==> src/common/spldrv_pkg.sv <==
// package: widths, reset values, crc constants and carrier types for the sink driver
package spldrv_pkg;
  // ==========================================================
  // sizes and reset values
  localparam int          SPLDRV_STAGES     = 8;
  localparam int          SPLDRV_CRC_W      = 6;
  localparam logic [7:0]  SPLDRV_CLEAR_BYTE = 8'h00;
  localparam logic [5:0]  SPLDRV_CRC_POLY   = 6'h03;
  localparam logic [5:0]  SPLDRV_CRC_INIT   = 6'h3f;
  localparam int          SPLDRV_FIFO_DEPTH = 32;

  // ==========================================================
  // carrier from the serial side to the output side
  typedef struct packed {
    logic [7:0] data;
    logic [5:0] crc;
  } spldrv_load_t;

  typedef enum logic [1:0] {
    SPLDRV_ST_RUN   = 2'b00,
    SPLDRV_ST_CLEAR = 2'b01
  } spldrv_state_t;
endpackage

==> src/rtl/spldrv_core.sv <==
// eight-channel serial-in latch driver core
//
// Notes on behaviour
// - shift clock rise shifts serial_in in
// - eight stages; serial_out shows last stage
// - storage clock rise copies all stages
// - clear low zeroes shift, storage and sink registers; crc and latched crc return to their start value
// - storage reaches outputs only while clear high
// - enable low: sinks follow latched bits
// - enable high: all sinks forced off
// - readback gives 6-bit crc of shifted data
// - serial_out changes on shift clock fall
// - latched one turns sink on
`timescale 1ns/1ps
module spldrv_core
  import spldrv_pkg::*;
#(
  parameter int STAGES = SPLDRV_STAGES,
  parameter int DEPTH  = SPLDRV_FIFO_DEPTH
) (
  input  wire logic              clk,
  input  wire logic              reset_n,
  input  wire logic              serial_in,
  input  wire logic              shift_clock,
  input  wire logic              storage_load_clock,
  input  wire logic              register_clear_n,
  input  wire logic              drain_enable_n,
  input  wire logic              readback_mode,
  output logic                   serial_out,
  output logic [STAGES-1:0]      sink_outputs,
  output logic [STAGES-1:0]      sink_outputs_oe,
  output logic [SPLDRV_CRC_W-1:0] crc_readback,
  output logic                   load_ready
);
  // ==========================================================
  // edge detection of the slow host strobes, sampled on clk
  // strobes are levels held at least two clk periods, so one flop of
  // history is enough; a shorter pulse can be missed entirely
  function automatic logic rose_now(
    input logic now,
    input logic was
  );
    rose_now = now && !was;
  endfunction

  logic shiftClk_reg;
  logic loadClk_reg;
  wire  shiftRise = rose_now(shift_clock, shiftClk_reg);
  wire  shiftFall = rose_now(shiftClk_reg, shift_clock);
  wire  loadRise  = rose_now(storage_load_clock, loadClk_reg);

  // ==========================================================
  // clear tracking; an unknown code falls back to clear, the safe side
  spldrv_state_t clrState_reg;
  spldrv_state_t clrState_next;

  always_comb begin
    clrState_next = clrState_reg;
    case (clrState_reg)
      SPLDRV_ST_RUN: begin
        if (!register_clear_n) begin
          clrState_next = SPLDRV_ST_CLEAR;
        end
      end
      SPLDRV_ST_CLEAR: begin
        if (register_clear_n) begin
          clrState_next = SPLDRV_ST_RUN;
        end
      end
      default: begin
        clrState_next = SPLDRV_ST_CLEAR;
      end
    endcase
  end

  // decoded from the next state so the clear acts in the same cycle as the pin
  wire clearing = (clrState_next == SPLDRV_ST_CLEAR);

  logic [STAGES-1:0]       shift_reg;
  logic [SPLDRV_CRC_W-1:0] crc_reg;
  logic                    serialOut_reg;
  logic [STAGES-1:0]       storage_reg;
  logic [STAGES-1:0]       sink_reg;
  logic [SPLDRV_CRC_W-1:0] crcOut_reg;
  logic [SPLDRV_CRC_W-1:0] crcLatched_reg;

  // ==========================================================
  // crc step: polynomial x^6+x+1, msb first; assumed, not documented
  function automatic logic [SPLDRV_CRC_W-1:0] crc_step(
    input logic [SPLDRV_CRC_W-1:0] c,
    input logic                    d
  );
    logic fb;
    fb = c[SPLDRV_CRC_W-1] ^ d;
    crc_step = {c[SPLDRV_CRC_W-2:0], 1'b0} ^ (fb ? SPLDRV_CRC_POLY : '0);
  endfunction

  // stage 0 takes the pin, every later stage takes its neighbour
  logic [STAGES-1:0] shiftNext;
  assign shiftNext[0] = serial_in;
  for (genvar g = 1; g < STAGES; g++) begin : g_stage
    assign shiftNext[g] = shift_reg[g-1];
  end
  wire [SPLDRV_CRC_W-1:0] crcNext   = crc_step(crc_reg, serial_in);

  // ==========================================================
  // serial side
  always_ff @(posedge clk or negedge reset_n) begin
    if (!reset_n) begin
      shiftClk_reg <= 1'b0;
      loadClk_reg  <= 1'b0;
      clrState_reg <= SPLDRV_ST_CLEAR;
    end else begin
      shiftClk_reg <= shift_clock;
      loadClk_reg  <= storage_load_clock;
      clrState_reg <= clrState_next;
    end
  end

  always_ff @(posedge clk or negedge reset_n) begin
    if (!reset_n) begin
      shift_reg     <= SPLDRV_CLEAR_BYTE;
      crc_reg       <= SPLDRV_CRC_INIT;
      serialOut_reg <= 1'b0;
    end else if (clearing) begin
      shift_reg     <= SPLDRV_CLEAR_BYTE;
      crc_reg       <= SPLDRV_CRC_INIT;
      serialOut_reg <= 1'b0;
    end else begin
      if (shiftRise) begin
        shift_reg <= shiftNext;
        crc_reg   <= crcNext;
      end
      // last stage leaves on the fall, giving the next device hold margin
      if (shiftFall) begin
        serialOut_reg <= shift_reg[STAGES-1];
      end
    end
  end

  // ==========================================================
  // load path through the fifo; a full fifo drops load_ready so the
  // host must pace its storage strobes, the output side drains one a cycle
  spldrv_load_t loadIn;
  spldrv_load_t loadOut;
  logic         loadOutValid;
  logic         fifoInReady;

  assign loadIn.data = shift_reg;
  assign loadIn.crc  = crc_reg;

  spldrv_fifo #(
    .WIDTH ($bits(spldrv_load_t)),
    .DEPTH (DEPTH)
  ) u_fifo (
    .clk      (clk),
    .reset_n  (reset_n),
    .flush    (clearing),
    .inValid  (loadRise && !clearing),
    .inReady  (fifoInReady),
    .inData   (loadIn),
    .outValid (loadOutValid),
    .outReady (1'b1),
    .outData  (loadOut)
  );

  // ==========================================================
  // storage and output side
  always_ff @(posedge clk or negedge reset_n) begin
    if (!reset_n) begin
      storage_reg    <= SPLDRV_CLEAR_BYTE;
      crcLatched_reg <= SPLDRV_CRC_INIT;
    end else if (clearing) begin
      storage_reg    <= SPLDRV_CLEAR_BYTE;
      crcLatched_reg <= SPLDRV_CRC_INIT;
    end else if (loadOutValid) begin
      storage_reg    <= loadOut.data;
      crcLatched_reg <= loadOut.crc;
    end
  end

  // output enable high means the sink transistor conducts
  wire               sinkGate = clearing || drain_enable_n;
  logic [STAGES-1:0] sinkNext;
  for (genvar g = 0; g < STAGES; g++) begin : g_sink
    assign sinkNext[g] = sinkGate ? 1'b0 : storage_reg[g];
  end

  always_ff @(posedge clk or negedge reset_n) begin
    if (!reset_n) begin
      sink_reg   <= '0;
      crcOut_reg <= '0;
    end else begin
      sink_reg   <= sinkNext;
      crcOut_reg <= readback_mode ? crcLatched_reg : '0;
    end
  end

  logic loadReady_reg;
  always_ff @(posedge clk or negedge reset_n) begin
    if (!reset_n) begin
      loadReady_reg <= 1'b0;
    end else begin
      loadReady_reg <= fifoInReady;
    end
  end

  assign serial_out      = serialOut_reg;
  assign sink_outputs    = '0;
  assign sink_outputs_oe = sink_reg;
  assign crc_readback    = crcOut_reg;
  assign load_ready      = loadReady_reg;
endmodule

==> src/rtl/spldrv_fifo.sv <==
// small synchronous fifo with valid/ready on both sides
`timescale 1ns/1ps
module spldrv_fifo #(
  parameter int WIDTH = 14,
  parameter int DEPTH = 32
) (
  input  wire logic             clk,
  input  wire logic             reset_n,
  input  wire logic             flush,
  input  wire logic             inValid,
  output logic                  inReady,
  input  wire logic [WIDTH-1:0] inData,
  output logic                  outValid,
  input  wire logic             outReady,
  output logic      [WIDTH-1:0] outData
);
  localparam int AW = $clog2(DEPTH);

  logic [WIDTH-1:0] mem [DEPTH];
  logic [AW-1:0]    wrPtr_reg;
  logic [AW-1:0]    rdPtr_reg;
  logic [AW:0]      count_reg;
  logic [WIDTH-1:0] outData_reg;
  logic             outValid_reg;

  wire full    = (count_reg == (AW+1)'(DEPTH));
  wire haveMem = (count_reg != '0);
  wire pop     = haveMem && (!outValid_reg || outReady);
  wire push    = inValid && !full;

  assign inReady  = !full;
  assign outValid = outValid_reg;
  assign outData  = outData_reg;

  // ==========================================================
  // storage; read data comes out of a register
  always_ff @(posedge clk) begin
    if (push) begin
      mem[wrPtr_reg] <= inData;
    end
  end

  always_ff @(posedge clk or negedge reset_n) begin
    if (!reset_n) begin
      wrPtr_reg    <= '0;
      rdPtr_reg    <= '0;
      count_reg    <= '0;
      outValid_reg <= 1'b0;
      outData_reg  <= '0;
    end else if (flush) begin
      wrPtr_reg    <= '0;
      rdPtr_reg    <= '0;
      count_reg    <= '0;
      outValid_reg <= 1'b0;
      outData_reg  <= '0;
    end else begin
      if (push) begin
        wrPtr_reg <= wrPtr_reg + 1'b1;
      end
      if (pop) begin
        rdPtr_reg   <= rdPtr_reg + 1'b1;
        outData_reg <= mem[rdPtr_reg];
      end
      if (pop) begin
        outValid_reg <= 1'b1;
      end else if (outReady) begin
        outValid_reg <= 1'b0;
      end
      count_reg <= count_reg + (AW+1)'(push) - (AW+1)'(pop);
    end
  end
endmodule
==> config.mk <==
export PLATFORM = sky130hd
export DESIGN_NAME = spldrv_core
export DESIGN_NICKNAME = d
export VERILOG_FILES = /design/src/common/spldrv_pkg.sv /design/src/rtl/spldrv_core.sv /design/src/rtl/spldrv_fifo.sv
export SDC_FILE = /design/constraint.sdc
export NUM_CORES = 1
export LEC_CHECK = 0
export BUFFER_PORTS_ARGS = -buffer_cell sky130_fd_sc_hd__buf_2
export CORE_MARGIN = 5
export CORE_UTILIZATION = 35
export DETAILED_ROUTE_END_ITERATION = 10
export PLACE_DENSITY_LB_ADDON = 0.1
export SLEW_MARGIN = 20
export SYNTH_ARGS = -nofsm -noshare
export SYNTH_HDL_FRONTEND = slang
export SYNTH_SLANG_ARGS = --single-unit
==> constraint.sdc <==
create_clock -name clk -period 7.2 [get_ports clk]
set_clock_uncertainty 0.2 [all_clocks]
set_input_delay 1.08 -clock clk [delete_from_list [all_inputs] [get_ports clk]]
set_output_delay 1.08 -clock clk [all_outputs]
set_load 0.01 [all_outputs]
==> results.sh <==
export IMPL_io_pins=32
export IMPL_mappedNetlistArea_mm2=0.0207
export IMPL_synth_ff_type="edfxtp_1"
export IMPL_synth_xor_area_share_pct=0.509
export IMPL_cts_sinks=526
export IMPL_min_period_over_period_pct=49.5
export IMPL_drt_pass1_iter_count=5
export IMPL_clockBufferDepth=3
export IMPL_syn_inst=1161
export IMPL_max_freq_mhz=281
export IMPL_drtIter0Drc=832
export IMPL_yosys_area_share_simple_pct=4.86
export IMPL_drive_gt1_share_pct=18.1
export IMPL_num_vias=10400
export IMPL_fill_cells=5302
export IMPL_grt_max_degree=101
export IMPL_slew_headroom_pct=30.6
export IMPL_critical_path_class="in2reg"
export IMPL_ys_seq_area_share_pct=74.7
export IMPL_period_minus_slack_ps=3560
export IMPL_tightest_slew_ps=1040
export IMPL_rsz0062_at_grt="false"
export IMPL_grt_ovfl_total=0
export IMPL_synth_top_family_by_area="multiplexers"
export IMPL_core_area_mm2=0.0587
export IMPL_synth_adder_area_share_pct=0.945
export IMPL_required_ps=7230
export IMPL_yosysTopAreaCell="edfxtp_1"
export IMPL_grt_pass1_vias=10500
export IMPL_post_drt_wl_per_cell_um=25.9
export IMPL_h_tree_depth=2
export IMPL_cp_top_family="simple AND/OR/NAND/NOR gates"
export IMPL_post_place_cells=1924
export IMPL_synthArstFlopShare_pct=14.8
export IMPL_post_cts_resized=0
export IMPL_initial_core_util_pct=35.2
export IMPL_crit_path_top_delay_cell="nor2_1"
export IMPL_routed_wl_um=52600
export IMPL_cts_tree="yes"
export IMPL_irDropWorstVdd_mv=0.183
export IMPL_status="finished, final reports clean"
export IMPL_cp_start_kind="input pin"
export IMPL_post_cts_buffers=0
export IMPL_muxShareOfSynthArea_pct=12.4
export IMPL_die_y_um=253
export IMPL_syn_to_final_growth_pct=13.7
export IMPL_arrival_ps=3590
export IMPL_viasPerCell=5.10
export IMPL_yosys_top_cells_count="edfxtp_1 (448), mux2i_1 (128), nor2_1 (68), dfrtp_1 (66), nand2_1 (58)"
export IMPL_max_stage_delay_ps=960
export IMPL_power_density_mw_per_mm2=305
export IMPL_critPathMaxFanout=14
export IMPL_finalSetupViolCount=0
export IMPL_portBuffers=23
export IMPL_slew_viol_final=0
export IMPL_fin_tns_setup_ps=0
export IMPL_layout_setup_ws_ps=3640
export IMPL_yosysUniqueCellTypes=49
export IMPL_grt_use_total_pct=16.3
export IMPL_dieArea_mm2=0.0640
export IMPL_largest_register_ffs=448
export IMPL_clk_latency_ps=620
export IMPL_synth_most_common_cell="edfxtp_1"
export IMPL_nets=1232
export IMPL_crit_chain="buf_2, nor4bb_1, and2_1, nand2_1, nor2_1"
export IMPL_ys_ff_latch=526
export IMPL_critPathCaptureType="flop"
export IMPL_gp_congestion=0.907
export IMPL_ctsHoldBuffers=0
export IMPL_fin_cells=2030
export IMPL_grt_pass1_wl_um=76000
export IMPL_n_antenna_cell=0
export IMPL_power_mw=7.16
export IMPL_dp_hpwl_um=31700
export IMPL_drcViolationCount=0
export IMPL_hold_viol=0
export IMPL_cts_root_buf="clkbuf_16"
export IMPL_multiInputGateArea_mm2=0.00487
export IMPL_pre_cts_ws_ps=2810
export IMPL_synth_area_per_cell_um2=17.8
export IMPL_seqCellArea_mm2=0.0154
export IMPL_cts_buffers=56
export IMPL_max_cap_violations=0
export IMPL_synth_edf_count=448
export IMPL_yosysTopAreaCellShare_pct=65.1
export IMPL_hold_class="reg2reg"
export IMPL_postRouteAntennaNets=0
export IMPL_worst_path_buf_inv=1
export IMPL_post_route_util_pct=40.0
export IMPL_fp_dieW_um=253
export IMPL_cellLeakagePower_nw=7.49
export IMPL_synth_area_leaders="edfxtp_1 (65%), dfrtp_1 (8.0%), mux2i_1 (6.2%)"
export IMPL_row_count=89
export IMPL_ys_warn_count=0
export IMPL_antenna_found_initial=1
export IMPL_synth_compound_area_share_pct=4.44
export IMPL_clkTransAtPathRegs_ps=60
## power by group
group	leakage, nW	internal [mW]	total [mW]	switching [mW]
clock	0.885	1.63	2.82	1.19
sequential	4.91	3.33	3.43	0.0989
combinational	1.70	0.413	0.906	0.493
## final timing paths
check	to	cells after the start	slack (ps)	from
max in group asynchronous	u_fifo.rdPtr_reg[1]$_DFFE_PN0P_	1	5940	reset_n
hold / removal	sink_outputs_oe[1]$_DFF_PN0_	1	290	storage_reg[1]$_DFFE_PN0P_
setup / recovery	u_fifo.mem[12][5]$_DFFE_PP_	5	3640	storage_load_clock
min in group asynchronous	u_fifo.count_reg[5]$_DFF_PN0_	1	310	reset_n
hold reg to reg	sink_outputs_oe[1]$_DFF_PN0_	1	290	storage_reg[1]$_DFFE_PN0P_
setup reg to reg	u_fifo.mem[12][5]$_DFFE_PP_	4	3830	clrState_reg[1]$_DFF_PN0_
## per-stage QoR
| step | hold WS [ps] | cell area (µm²) |
|---|---|---|
| finish | 291 | 23500 |
| global route | 325 | 23500 |
| CTS | 292 | 23500 |
| detailed placement | 277 | 21700 |
| global placement | 271 | 21600 |
| floorplan | 248 | 20700 |
## final cells by class
cell class | instances | share of cell area [%]
inverter | 14 | 0.224
timing repair buffer | 51 | 1.52
sequential | 526 | 65.7
clock buffer | 70 | 6.28
tap | 773 | 4.12
multi-input combinational | 560 | 20.7
clock inverter | 36 | 1.41
## logic make-up after synthesis
| kind of cell | Yosys count |
|---|---|
| other | 1 |
| multiplexers | 184 |
| flip-flops | 526 |
| AND/OR/NAND/NOR | 209 |
| AO/OA/AOI/OAI | 131 |
| adder cells (fa/ha/maj) | 15 |
| XOR/XNOR | 12 |
| buffers and inverters | 83 |
## cell usage in the layout (no fill, tap or decap), types with 15 or more instances in the layout
master,netlist,routed
edfxtp_1,448,448
mux2i_1,128,128
nand2_1,58,58
dfrtp_1,66,58
clkbuf_16,0,56
nor2_1,68,54
mux4_2,51,51
and2_1,32,32
buf_4,20,26
a21oi_1,24,24
buf_2,12,22
o21ai_0,16,16
nor4_1,15,15
o31ai_1,15,15
clkinv_2,0,15
## per-layer routing
metal  wire [µm]  GRT usage, %  up-vias  part of all wire [%]
met5           0             0        -                     0
met4        1300          4.26        0                   2.5
met3        2130          2.63       82                   4.1
met2       22900          23.8      237                    44
met1       26200          25.5     5406                    50
li1            -             -     4632                     -
Power figures use the tool's default switching activity.
